### src/ctr_pkg.sv
// Shared constants, types and helpers for the cable diagnostic result bank
package ctr_pkg;

  localparam int IDX_W = 10;
  localparam int ADDR_LSB = 2;
  localparam int RES_W = 16;
  localparam int RES_WORDS = 8;
  localparam int MEM_AW = 3;
  localparam int LOC_W = 8;
  localparam int AMP_W = 7;
  localparam int SLOT_W = 4;

  // Register indices; byte address is four times the index
  localparam logic [IDX_W-1:0] IDX_DIAG_CTRL = 10'h01e;
  localparam logic [IDX_W-1:0] IDX_TX_LOC_2_1 = 10'h180;
  localparam logic [IDX_W-1:0] IDX_TX_LOC_4_3 = 10'h181;
  localparam logic [IDX_W-1:0] IDX_RX_LOC1_TX_LOC5 = 10'h182;
  localparam logic [IDX_W-1:0] IDX_RX_PEAK_LOC_3_2 = 10'h183;
  localparam logic [IDX_W-1:0] IDX_RX_PEAK_LOC_5_4 = 10'h184;
  localparam logic [IDX_W-1:0] IDX_TX_PEAK_AMP_2_1 = 10'h185;
  localparam logic [IDX_W-1:0] IDX_TX_PEAK_AMP_4_3 = 10'h186;
  localparam logic [IDX_W-1:0] IDX_RX_AMP1_TX_AMP5 = 10'h187;

  // Control register fields
  localparam int START_BIT = 0;
  localparam int DONE_BIT = 1;
  localparam int BUSY_BIT = 2;

  localparam logic [RES_W-1:0] RESET_WORD = 16'h0000;
  localparam logic [RES_W-1:0] AMP_MASK = 16'h7f7f;
  localparam logic [MEM_AW-1:0] LOC_BASE = 3'h0;
  localparam logic [MEM_AW-1:0] AMP_BASE = 3'h5;
  localparam logic [SLOT_W-1:0] AMP_SLOTS = 4'h6;
  localparam logic [SLOT_W-1:0] RX_SLOT0 = 4'h5;
  localparam logic [2:0] PEAK_FIRST = 3'h1;
  localparam logic [2:0] PEAK_LAST = 3'h5;

  localparam logic [1:0] HTRANS_NONSEQ = 2'b10;
  localparam int HTRANS_ACTIVE_BIT = 1;
  localparam logic HRESP_OKAY = 1'b0;

  // One reflection peak reported by the diagnostic engine
  typedef struct packed {
    logic rx_pair;
    logic [2:0] peak;
    logic [LOC_W-1:0] loc;
    logic [AMP_W-1:0] amp;
  } ctr_peak_s;

  // Bus access as seen after address decode
  typedef struct packed {
    logic valid;
    logic write;
    logic [IDX_W-1:0] idx;
  } ctr_acc_s;

  function automatic logic ctr_in_results(input logic [IDX_W-1:0] idx);
    return (idx >= IDX_TX_LOC_2_1) && (idx <= IDX_RX_AMP1_TX_AMP5);
  endfunction

  function automatic logic [MEM_AW-1:0] ctr_mem_addr(
      input logic [IDX_W-1:0] idx);
    logic [IDX_W-1:0] off;
    off = idx - IDX_TX_LOC_2_1;
    return off[MEM_AW-1:0];
  endfunction

  // Slot 0..4 transmit peaks 1..5, slot 5..9 receive peaks 1..5
  function automatic logic [SLOT_W-1:0] ctr_slot(input ctr_peak_s p);
    logic [SLOT_W-1:0] base;
    base = p.rx_pair ? RX_SLOT0 : 4'h0;
    return base + {1'b0, p.peak} - {1'b0, PEAK_FIRST};
  endfunction

endpackage

### src/ctr_result_mem.sv
// Result word storage with two byte-enabled write ports and a registered read
`timescale 1ns/1ps
module ctr_result_mem #(
  parameter int W = 16,
  parameter int DEPTH = 8,
  parameter int AW = 3
) (
  input wire logic clk, // System clock
  input wire logic rstn, // Async reset, active low
  input wire logic ce, // Clock enable
  input wire logic wa_en, // Port A write
  input wire logic [AW-1:0] wa_addr, // Port A word
  input wire logic [1:0] wa_be, // Port A byte enables
  input wire logic [W-1:0] wa_data, // Port A data
  input wire logic wb_en, // Port B write
  input wire logic [AW-1:0] wb_addr, // Port B word
  input wire logic [1:0] wb_be, // Port B byte enables
  input wire logic [W-1:0] wb_data, // Port B data
  input wire logic rd_en, // Read request
  input wire logic [AW-1:0] rd_addr, // Read word
  output logic [W-1:0] rd_data // Registered read data
);
  localparam int HB = W / 2;
  logic [W-1:0] mem [DEPTH];

  always_ff @(posedge clk or negedge rstn) begin
    if (!rstn) begin
      for (int i = 0; i < DEPTH; i++) begin
        mem[i] <= '0;
      end
    end else if (ce) begin
      if (wa_en && wa_be[0]) mem[wa_addr][HB-1:0] <= wa_data[HB-1:0];
      if (wa_en && wa_be[1]) mem[wa_addr][W-1:HB] <= wa_data[W-1:HB];
      // Port B wins on a shared byte
      if (wb_en && wb_be[0]) mem[wb_addr][HB-1:0] <= wb_data[HB-1:0];
      if (wb_en && wb_be[1]) mem[wb_addr][W-1:HB] <= wb_data[W-1:HB];
    end
  end

  always_ff @(posedge clk or negedge rstn) begin
    if (!rstn) begin
      rd_data <= '0;
    end else if (ce && rd_en) begin
      rd_data <= mem[rd_addr];
    end
  end
endmodule // ctr_result_mem

### src/ctr_ahb_front.sv
// AHB-Lite address phase decode and data phase tracking
`timescale 1ns/1ps
module ctr_ahb_front
  import ctr_pkg::*;
(
  input wire logic clk, // System clock
  input wire logic rstn, // Async reset, active low
  input wire logic ce, // Clock enable
  input wire logic hsel, // Slave select
  input wire logic [31:0] haddr, // Byte address
  input wire logic [1:0] htrans, // Transfer type
  input wire logic hwrite, // Write when high
  input wire logic hready, // Bus ready
  output ctr_pkg::ctr_acc_s acc_now, // Address phase accepted now
  output ctr_pkg::ctr_acc_s acc_q // Access in its data phase
);
  import ctr_pkg::*;

  always_comb begin
    acc_now.valid = ce && hsel && hready && htrans[HTRANS_ACTIVE_BIT];
    acc_now.write = hwrite;
    acc_now.idx = haddr[ADDR_LSB+IDX_W-1:ADDR_LSB];
  end

  always_ff @(posedge clk or negedge rstn) begin
    if (!rstn) begin
      acc_q <= '0;
    end else if (ce && hready) begin
      acc_q <= acc_now;
    end
  end
endmodule // ctr_ahb_front

### src/ctr_tdr_results.sv
// Cable diagnostic peak result bank behind an AHB-Lite slave
// Functional notes
// - Results count as valid only once the done bit (bit 1 of the control register) reads 1.
// - Index 0x183 reads receive peak location 3 in bits 15:8 and 2 in bits 7:0, reset zero.
// - Index 0x184 reads receive peak location 5 in bits 15:8 and 4 in bits 7:0, reset zero.
// - Index 0x185 reads transmit peak amplitude 2 in bits 14:8 and 1 in bits 6:0, reset zero.
// - Index 0x186 reads transmit peak amplitude 4 in bits 14:8 and 3 in bits 6:0, reset zero.
// - Index 0x187 reads receive amplitude 1 in bits 14:8 and transmit amplitude 5 in 6:0.
// - Bits 15 and 7 of every amplitude register ignore writes and read as zero.
// - Each amplitude half is written with the location byte of the same peak.
// - Indices 0x180 and 0x181 hold transmit peak locations as two bytes each.
//
// Implementation choice: the AHB-Lite slave port.
`timescale 1ns/1ps
module ctr_tdr_results
  import ctr_pkg::*;
(
  input wire logic clk, // System clock, 10 MHz
  input wire logic rstn, // Async reset, active low
  input wire logic ce, // Clock enable, freezes all state
  input wire logic hsel, // AHB select
  input wire logic [31:0] haddr, // AHB address
  input wire logic [1:0] htrans, // AHB transfer type
  input wire logic hwrite, // AHB write
  input wire logic [2:0] hsize, // AHB size, word only
  input wire logic [31:0] hwdata, // AHB write data
  input wire logic hready, // AHB bus ready
  output logic hreadyout, // AHB slave ready
  output logic [31:0] hrdata, // AHB read data
  output logic hresp, // AHB response
  input wire logic eng_peak_we, // Engine peak report strobe
  input wire ctr_pkg::ctr_peak_s eng_peak, // Engine peak report
  input wire logic eng_done, // Engine run finished strobe
  output logic diag_start, // Start pulse to engine
  output logic diag_busy, // Run in progress
  output logic diag_done // Results valid
);
  import ctr_pkg::*;

  ctr_acc_s acc_now;
  ctr_acc_s acc_q;
  logic [RES_W-1:0] mem_rdata;
  logic [RES_W-1:0] ctl_rdata;
  logic rd_from_mem;
  logic ctl_write;
  logic start_req;
  logic peak_ok;
  logic [SLOT_W-1:0] slot;
  logic wa_en;
  logic wb_en;
  logic [MEM_AW-1:0] wa_addr;
  logic [MEM_AW-1:0] wb_addr;
  logic [1:0] half_be;
  logic [RES_W-1:0] wa_data;
  logic [RES_W-1:0] wb_data;

  ctr_ahb_front u_front (
    .clk(clk),
    .rstn(rstn),
    .ce(ce),
    .hsel(hsel),
    .haddr(haddr),
    .htrans(htrans),
    .hwrite(hwrite),
    .hready(hready),
    .acc_now(acc_now),
    .acc_q(acc_q)
  );

  // Frozen clock enable also stalls the bus so nothing is dropped
  assign hreadyout = ce;
  assign hresp = HRESP_OKAY;

  // Only writes to the control register take effect; result words are RO
  assign ctl_write = ce && acc_q.valid && acc_q.write &&
                     (acc_q.idx == IDX_DIAG_CTRL);
  assign start_req = ctl_write && hwdata[START_BIT];

  // Engine reports are mapped so location and amplitude share a peak
  assign slot = ctr_slot(eng_peak);
  assign peak_ok = (eng_peak.peak >= PEAK_FIRST) &&
                   (eng_peak.peak <= PEAK_LAST);
  // Reports outside a run are dropped to keep old results stable
  assign wa_en = eng_peak_we && peak_ok && diag_busy;
  assign wb_en = wa_en && (slot < AMP_SLOTS);
  assign half_be = {slot[0], ~slot[0]};
  assign wa_addr = LOC_BASE + slot[SLOT_W-1:1];
  assign wb_addr = AMP_BASE + slot[SLOT_W-1:1];
  assign wa_data = {eng_peak.loc, eng_peak.loc};
  // Spare bits forced low on the way in
  assign wb_data = {1'b0, eng_peak.amp, 1'b0, eng_peak.amp} &
                   AMP_MASK;

  ctr_result_mem #(
    .W(RES_W),
    .DEPTH(RES_WORDS),
    .AW(MEM_AW)
  ) u_mem (
    .clk(clk),
    .rstn(rstn),
    .ce(ce),
    .wa_en(wa_en),
    .wa_addr(wa_addr),
    .wa_be(half_be),
    .wa_data(wa_data),
    .wb_en(wb_en),
    .wb_addr(wb_addr),
    .wb_be(half_be),
    .wb_data(wb_data),
    .rd_en(acc_now.valid && !acc_now.write),
    .rd_addr(ctr_mem_addr(acc_now.idx)),
    .rd_data(mem_rdata)
  );

  // Run state; a report of done in the same cycle as a start still lands
  always_ff @(posedge clk or negedge rstn) begin
    if (!rstn) begin
      diag_busy <= 1'b0;
    end else if (ce) begin
      if (start_req) diag_busy <= 1'b1;
      else if (eng_done) diag_busy <= 1'b0;
    end
  end

  always_ff @(posedge clk or negedge rstn) begin
    if (!rstn) begin
      diag_done <= 1'b0;
    end else if (ce) begin
      if (eng_done && (diag_busy || start_req)) diag_done <= 1'b1;
      else if (start_req) diag_done <= 1'b0;
    end
  end

  always_ff @(posedge clk or negedge rstn) begin
    if (!rstn) begin
      diag_start <= 1'b0;
    end else if (ce) begin
      diag_start <= start_req;
    end
  end

  // Read data captured at the address phase edge
  always_ff @(posedge clk or negedge rstn) begin
    if (!rstn) begin
      ctl_rdata <= RESET_WORD;
      rd_from_mem <= 1'b0;
    end else if (ce && acc_now.valid && !acc_now.write) begin
      rd_from_mem <= ctr_in_results(acc_now.idx);
      ctl_rdata <= RESET_WORD;
      if (acc_now.idx == IDX_DIAG_CTRL) begin
        ctl_rdata[DONE_BIT] <= diag_done;
        ctl_rdata[BUSY_BIT] <= diag_busy;
      end
    end
  end

  // Unmapped reads return zero; upper half always zero
  assign hrdata = {RESET_WORD, rd_from_mem ? mem_rdata : ctl_rdata};

endmodule // ctr_tdr_results

### config.mk
export PLATFORM = sky130hd
export DESIGN_NAME = ctr_tdr_results
export DESIGN_NICKNAME = d
export VERILOG_FILES = /design/src/ctr_pkg.sv /design/src/ctr_result_mem.sv /design/src/ctr_ahb_front.sv /design/src/ctr_tdr_results.sv
export SDC_FILE = /design/constraint.sdc
export NUM_CORES = 1
export LEC_CHECK = 0
export BUFFER_PORTS_ARGS = -buffer_cell sky130_fd_sc_hd__buf_2
export CAP_MARGIN = 30
export CORE_ASPECT_RATIO = 0.7
export CORE_MARGIN = 2
export CORE_UTILIZATION = 40
export DETAILED_ROUTE_END_ITERATION = 10
export HOLD_SLACK_MARGIN = 0.15
export PLACE_DENSITY = 0.57
export SYNTH_ARGS = -nofsm -noshare
export SYNTH_HDL_FRONTEND = slang
export SYNTH_SLANG_ARGS = --single-unit
### constraint.sdc
create_clock -name clk -period 3.5 [get_ports clk]
set_input_delay 0.525 -clock clk [delete_from_list [all_inputs] [get_ports clk]]
set_output_delay 0.525 -clock clk [all_outputs]
set_load 0.01 [all_outputs]
==> results.cfg <==
[synthesis]
synthFlopType = dfrtp_1
avgSynthCellArea_um2 = 11.5
yosysUniqueCellTypes = 66
syn_inst = 742
synth-warning-count = 0
synth_edf_count = 0
synth_area_leaders = dfrtp_1 (48%), mux4_2 (8.5%), a2bb2oi_1 (2.9%), o22a_1 (2.9%), nand2_1 (2.0%)
ys_ff_latch = 162
yosysTopAreaCell = dfrtp_1
ys_seq_area_share_pct = 47.5
synthDominantCellAreaShare_pct = 47.5
syn_area_mm2 = 0.00853
async_flop_share_pct = 100

[global_routing]
grt_max_degree = 81
track_usage_pct = 28.7
grt_antenna_before_repair = 1
grt_pass1_vias = 7083
grt_first_pass_wirelength_um = 46100
grt-ovfl-total = 0

[route]
ant_nets = 0
drt_iter0_markers = 935
vias = 7141
drc = 0
detail_route.wl_per_cell_um = 28.2
dr.pass1.iters = 7
avgViaCountPerCell = 6.49
wirelength_um = 31100

[cells_and_area]
drive_above_1_share_pct = 26.3
finalNonFillerCells = 1101
mostFrequentLayoutCells = dfrtp_1 (162), buf_2 (57), nand2_1 (45), buf_4 (44), mux4_2 (32)
diodes = 0
areaGrowthSynthToFinish_pct = 15.4
num-nets-final = 913
mostFrequentLayoutCell = dfrtp_1
multi_input_area_mm2 = 0.00407
postLayoutCellArea_mm2 = 0.00984
fill_cells = 1926
seq_area_mm2 = 0.00405

[setup_path]
cp.arrival_ns = 3.34
worst-setup-path-type = in2reg
crit_fanout = 9
crit_buf_inv = 3
cp_slowest_cell = a211o_1
worstPathCellList = buf_2, inv_1, ha_1, inv_1, ha_1, fa_1, ha_1, nand3b_1, a211o_1, nor2_2, a2bb2oi_1
cp-end-kind = flop
crit_family = adder cells
startpoint_type = input port
path_common_cell = ha_1
max_stage_delay_ns = 0.51
required_ns = 3.85

[sta]
setup_viol = 0
fmaxAchievable_mhz = 334
slew_viol_final = 0
rsz0062_at_grt = false
finalCriticalPeriod_ns = 2.99
setup-tns-final_ns = 0
report.final.hold_viol_count = 0
fin_worst_skew_ns = 0.00882
fin_crit_sh_pct = 85.5
worst_pin_slew_ns = 1.07
relSlewSlack_pct = 28.5

[die]
floorplan.initialDensity_pct = 41.0
dieArea_mm2 = 0.0225
io_pins = 133
fp.dieW_um = 179
rows = 44
coreArea_mm2 = 0.0208
die_h_um = 126

[status]
status = finished, final reports clean

[clocking]
cts_buffer_depth = 2
cts_buffers = 17
holdBufCountCts = 0
post_cts_buffers = 0
cts_sinks = 162
cts-htree-levels = 4
cts_resized = 0
clk_latency_ns = 0.44
clk_pin_slew_ns = 0.07
cts_tree = yes
cts_root_buffer = clkbuf_16

[place]
dpl_cell_area_mm2 = 0.00926
finalWeightedCongestion = 0.909
place_inst = 1069
io_buffers = 58
place_hpwl_um = 22700

[pwr]
seqPwrFrac_pct = 43.4
power.share.clock_pct = 42.0
max-vdd-ir-drop_uv = 333
p_sw_share_pct = 29.3
power.switching_mw = 1.30
power_density_mw_per_mm2 = 451
intPower_mw = 3.14
combPwrFrac_pct = 14.5
p_leak_nw = 4.28

[worst_hold_path]
hp-class = in2async

[run]
drv_cap = 0
-- metal layers --
metal,vias up,wire [um],track usage (%)
met5,-,13,0
met4,2,694,9.23
met3,52,3720,9.90
met2,455,12800,38.7
met1,3656,13800,43.0
li1,2976,-,-
-- kinds of logic (layout without fill, tap and decap cells) --
kind of cell             count (synthesis)  count (layout)  synth area share [%]
other                                    1              17                0.0440
adder cells (fa/ha/maj)                  5               5                 0.822
XOR/XNOR                                 2               2                 0.293
AND/OR/NAND/NOR                        183             183                  12.2
AO/OA/AOI/OAI                          229             229                  21.5
flip-flops                             162             162                  47.5
buffers and inverters                   99             166                  5.58
multiplexers                            61              61                  12.0
-- state kept, by name, indices dropped and copies added, names as in the netlist --
name,flops
u_mem.mem,128
u_mem.rd_data,16
u_front.acc_q,12
ctl_rdata,2
diag_busy,1
diag_done,1
diag_start,1
rd_from_mem,1
-- final cells by class --
type / count / share of cell area [%]
clock inverter: 13 / 1.30
sequential: 162 / 41.2
clock buffer: 19 / 4.60
timing repair buffer: 105 / 6.98
multi-input combinational: 497 / 41.3
inverter: 29 / 1.11
tap: 276 / 3.51
-- Yosys cell counts (5+ instances only) --
cell and instances:
a22oi_1 12, o22a_1 28, nor3_1 20, buf_1 6
buf_4 22, and2_1 18, mux2i_1 16, mux2_2 13
o221a_2 6, clkbuf_1 25, o2bb2ai_1 12, a2bb2oi_1 28
o22ai_1 21, a222oi_1 14, mux4_2 32, nand2b_1 11
inv_1 28, buf_2 17, o21ai_0 24, nor3_2 5
nand2_1 45, nand3_1 23, o221a_1 13, a21oi_1 23
a22o_1 6, dfrtp_1 162, nor2_1 24, a211oi_1 14
-- power groups by stage --
stage / combinational, mW / sequential, mW / clock (mW)
5_1_grt: 0.680 / 1.93 / 1.97
6_report: 0.645 / 1.93 / 1.87
3_5_place_dp: 0.625 / 1.97 / 0
2_1_floorplan: 0.359 / 1.96 / 0
3_3_place_gp: 0.611 / 1.96 / 0
4_1_cts: 0.628 / 1.93 / 1.88
-- worst paths after layout --
path	startpoint	end	slack [ns]	cells past startpoint
max	eng_peak[15]	u_mem.mem[68]	0.51	11
min	rstn	u_mem.mem[98]	0.14	1
max reg2reg	diag_busy	u_mem.mem[68]	1.03	4
min reg2reg	u_mem.rd_data[10]	u_mem.rd_data[10]	0.47	2
max in group asynchronous	rstn	u_mem.mem[101]	2.55	2
min in group clk	haddr[11]	u_front.acc_q[9]	0.33	2
-- metrics by stage --
step	total power [mW]	util, %	hold slack [ns]	setup WS, ns
finish	4.44	47.3	0.136	0.508
CTS	4.44	47.3	0.165	0.530
global route	4.58	47.3	0.190	0.401
global placement	2.57	44.5	0.461	0.165
detailed placement	2.59	44.5	0.466	0.0829
floorplan	2.32	-	0.229	0.279
(Power assumes the default switching activity.)
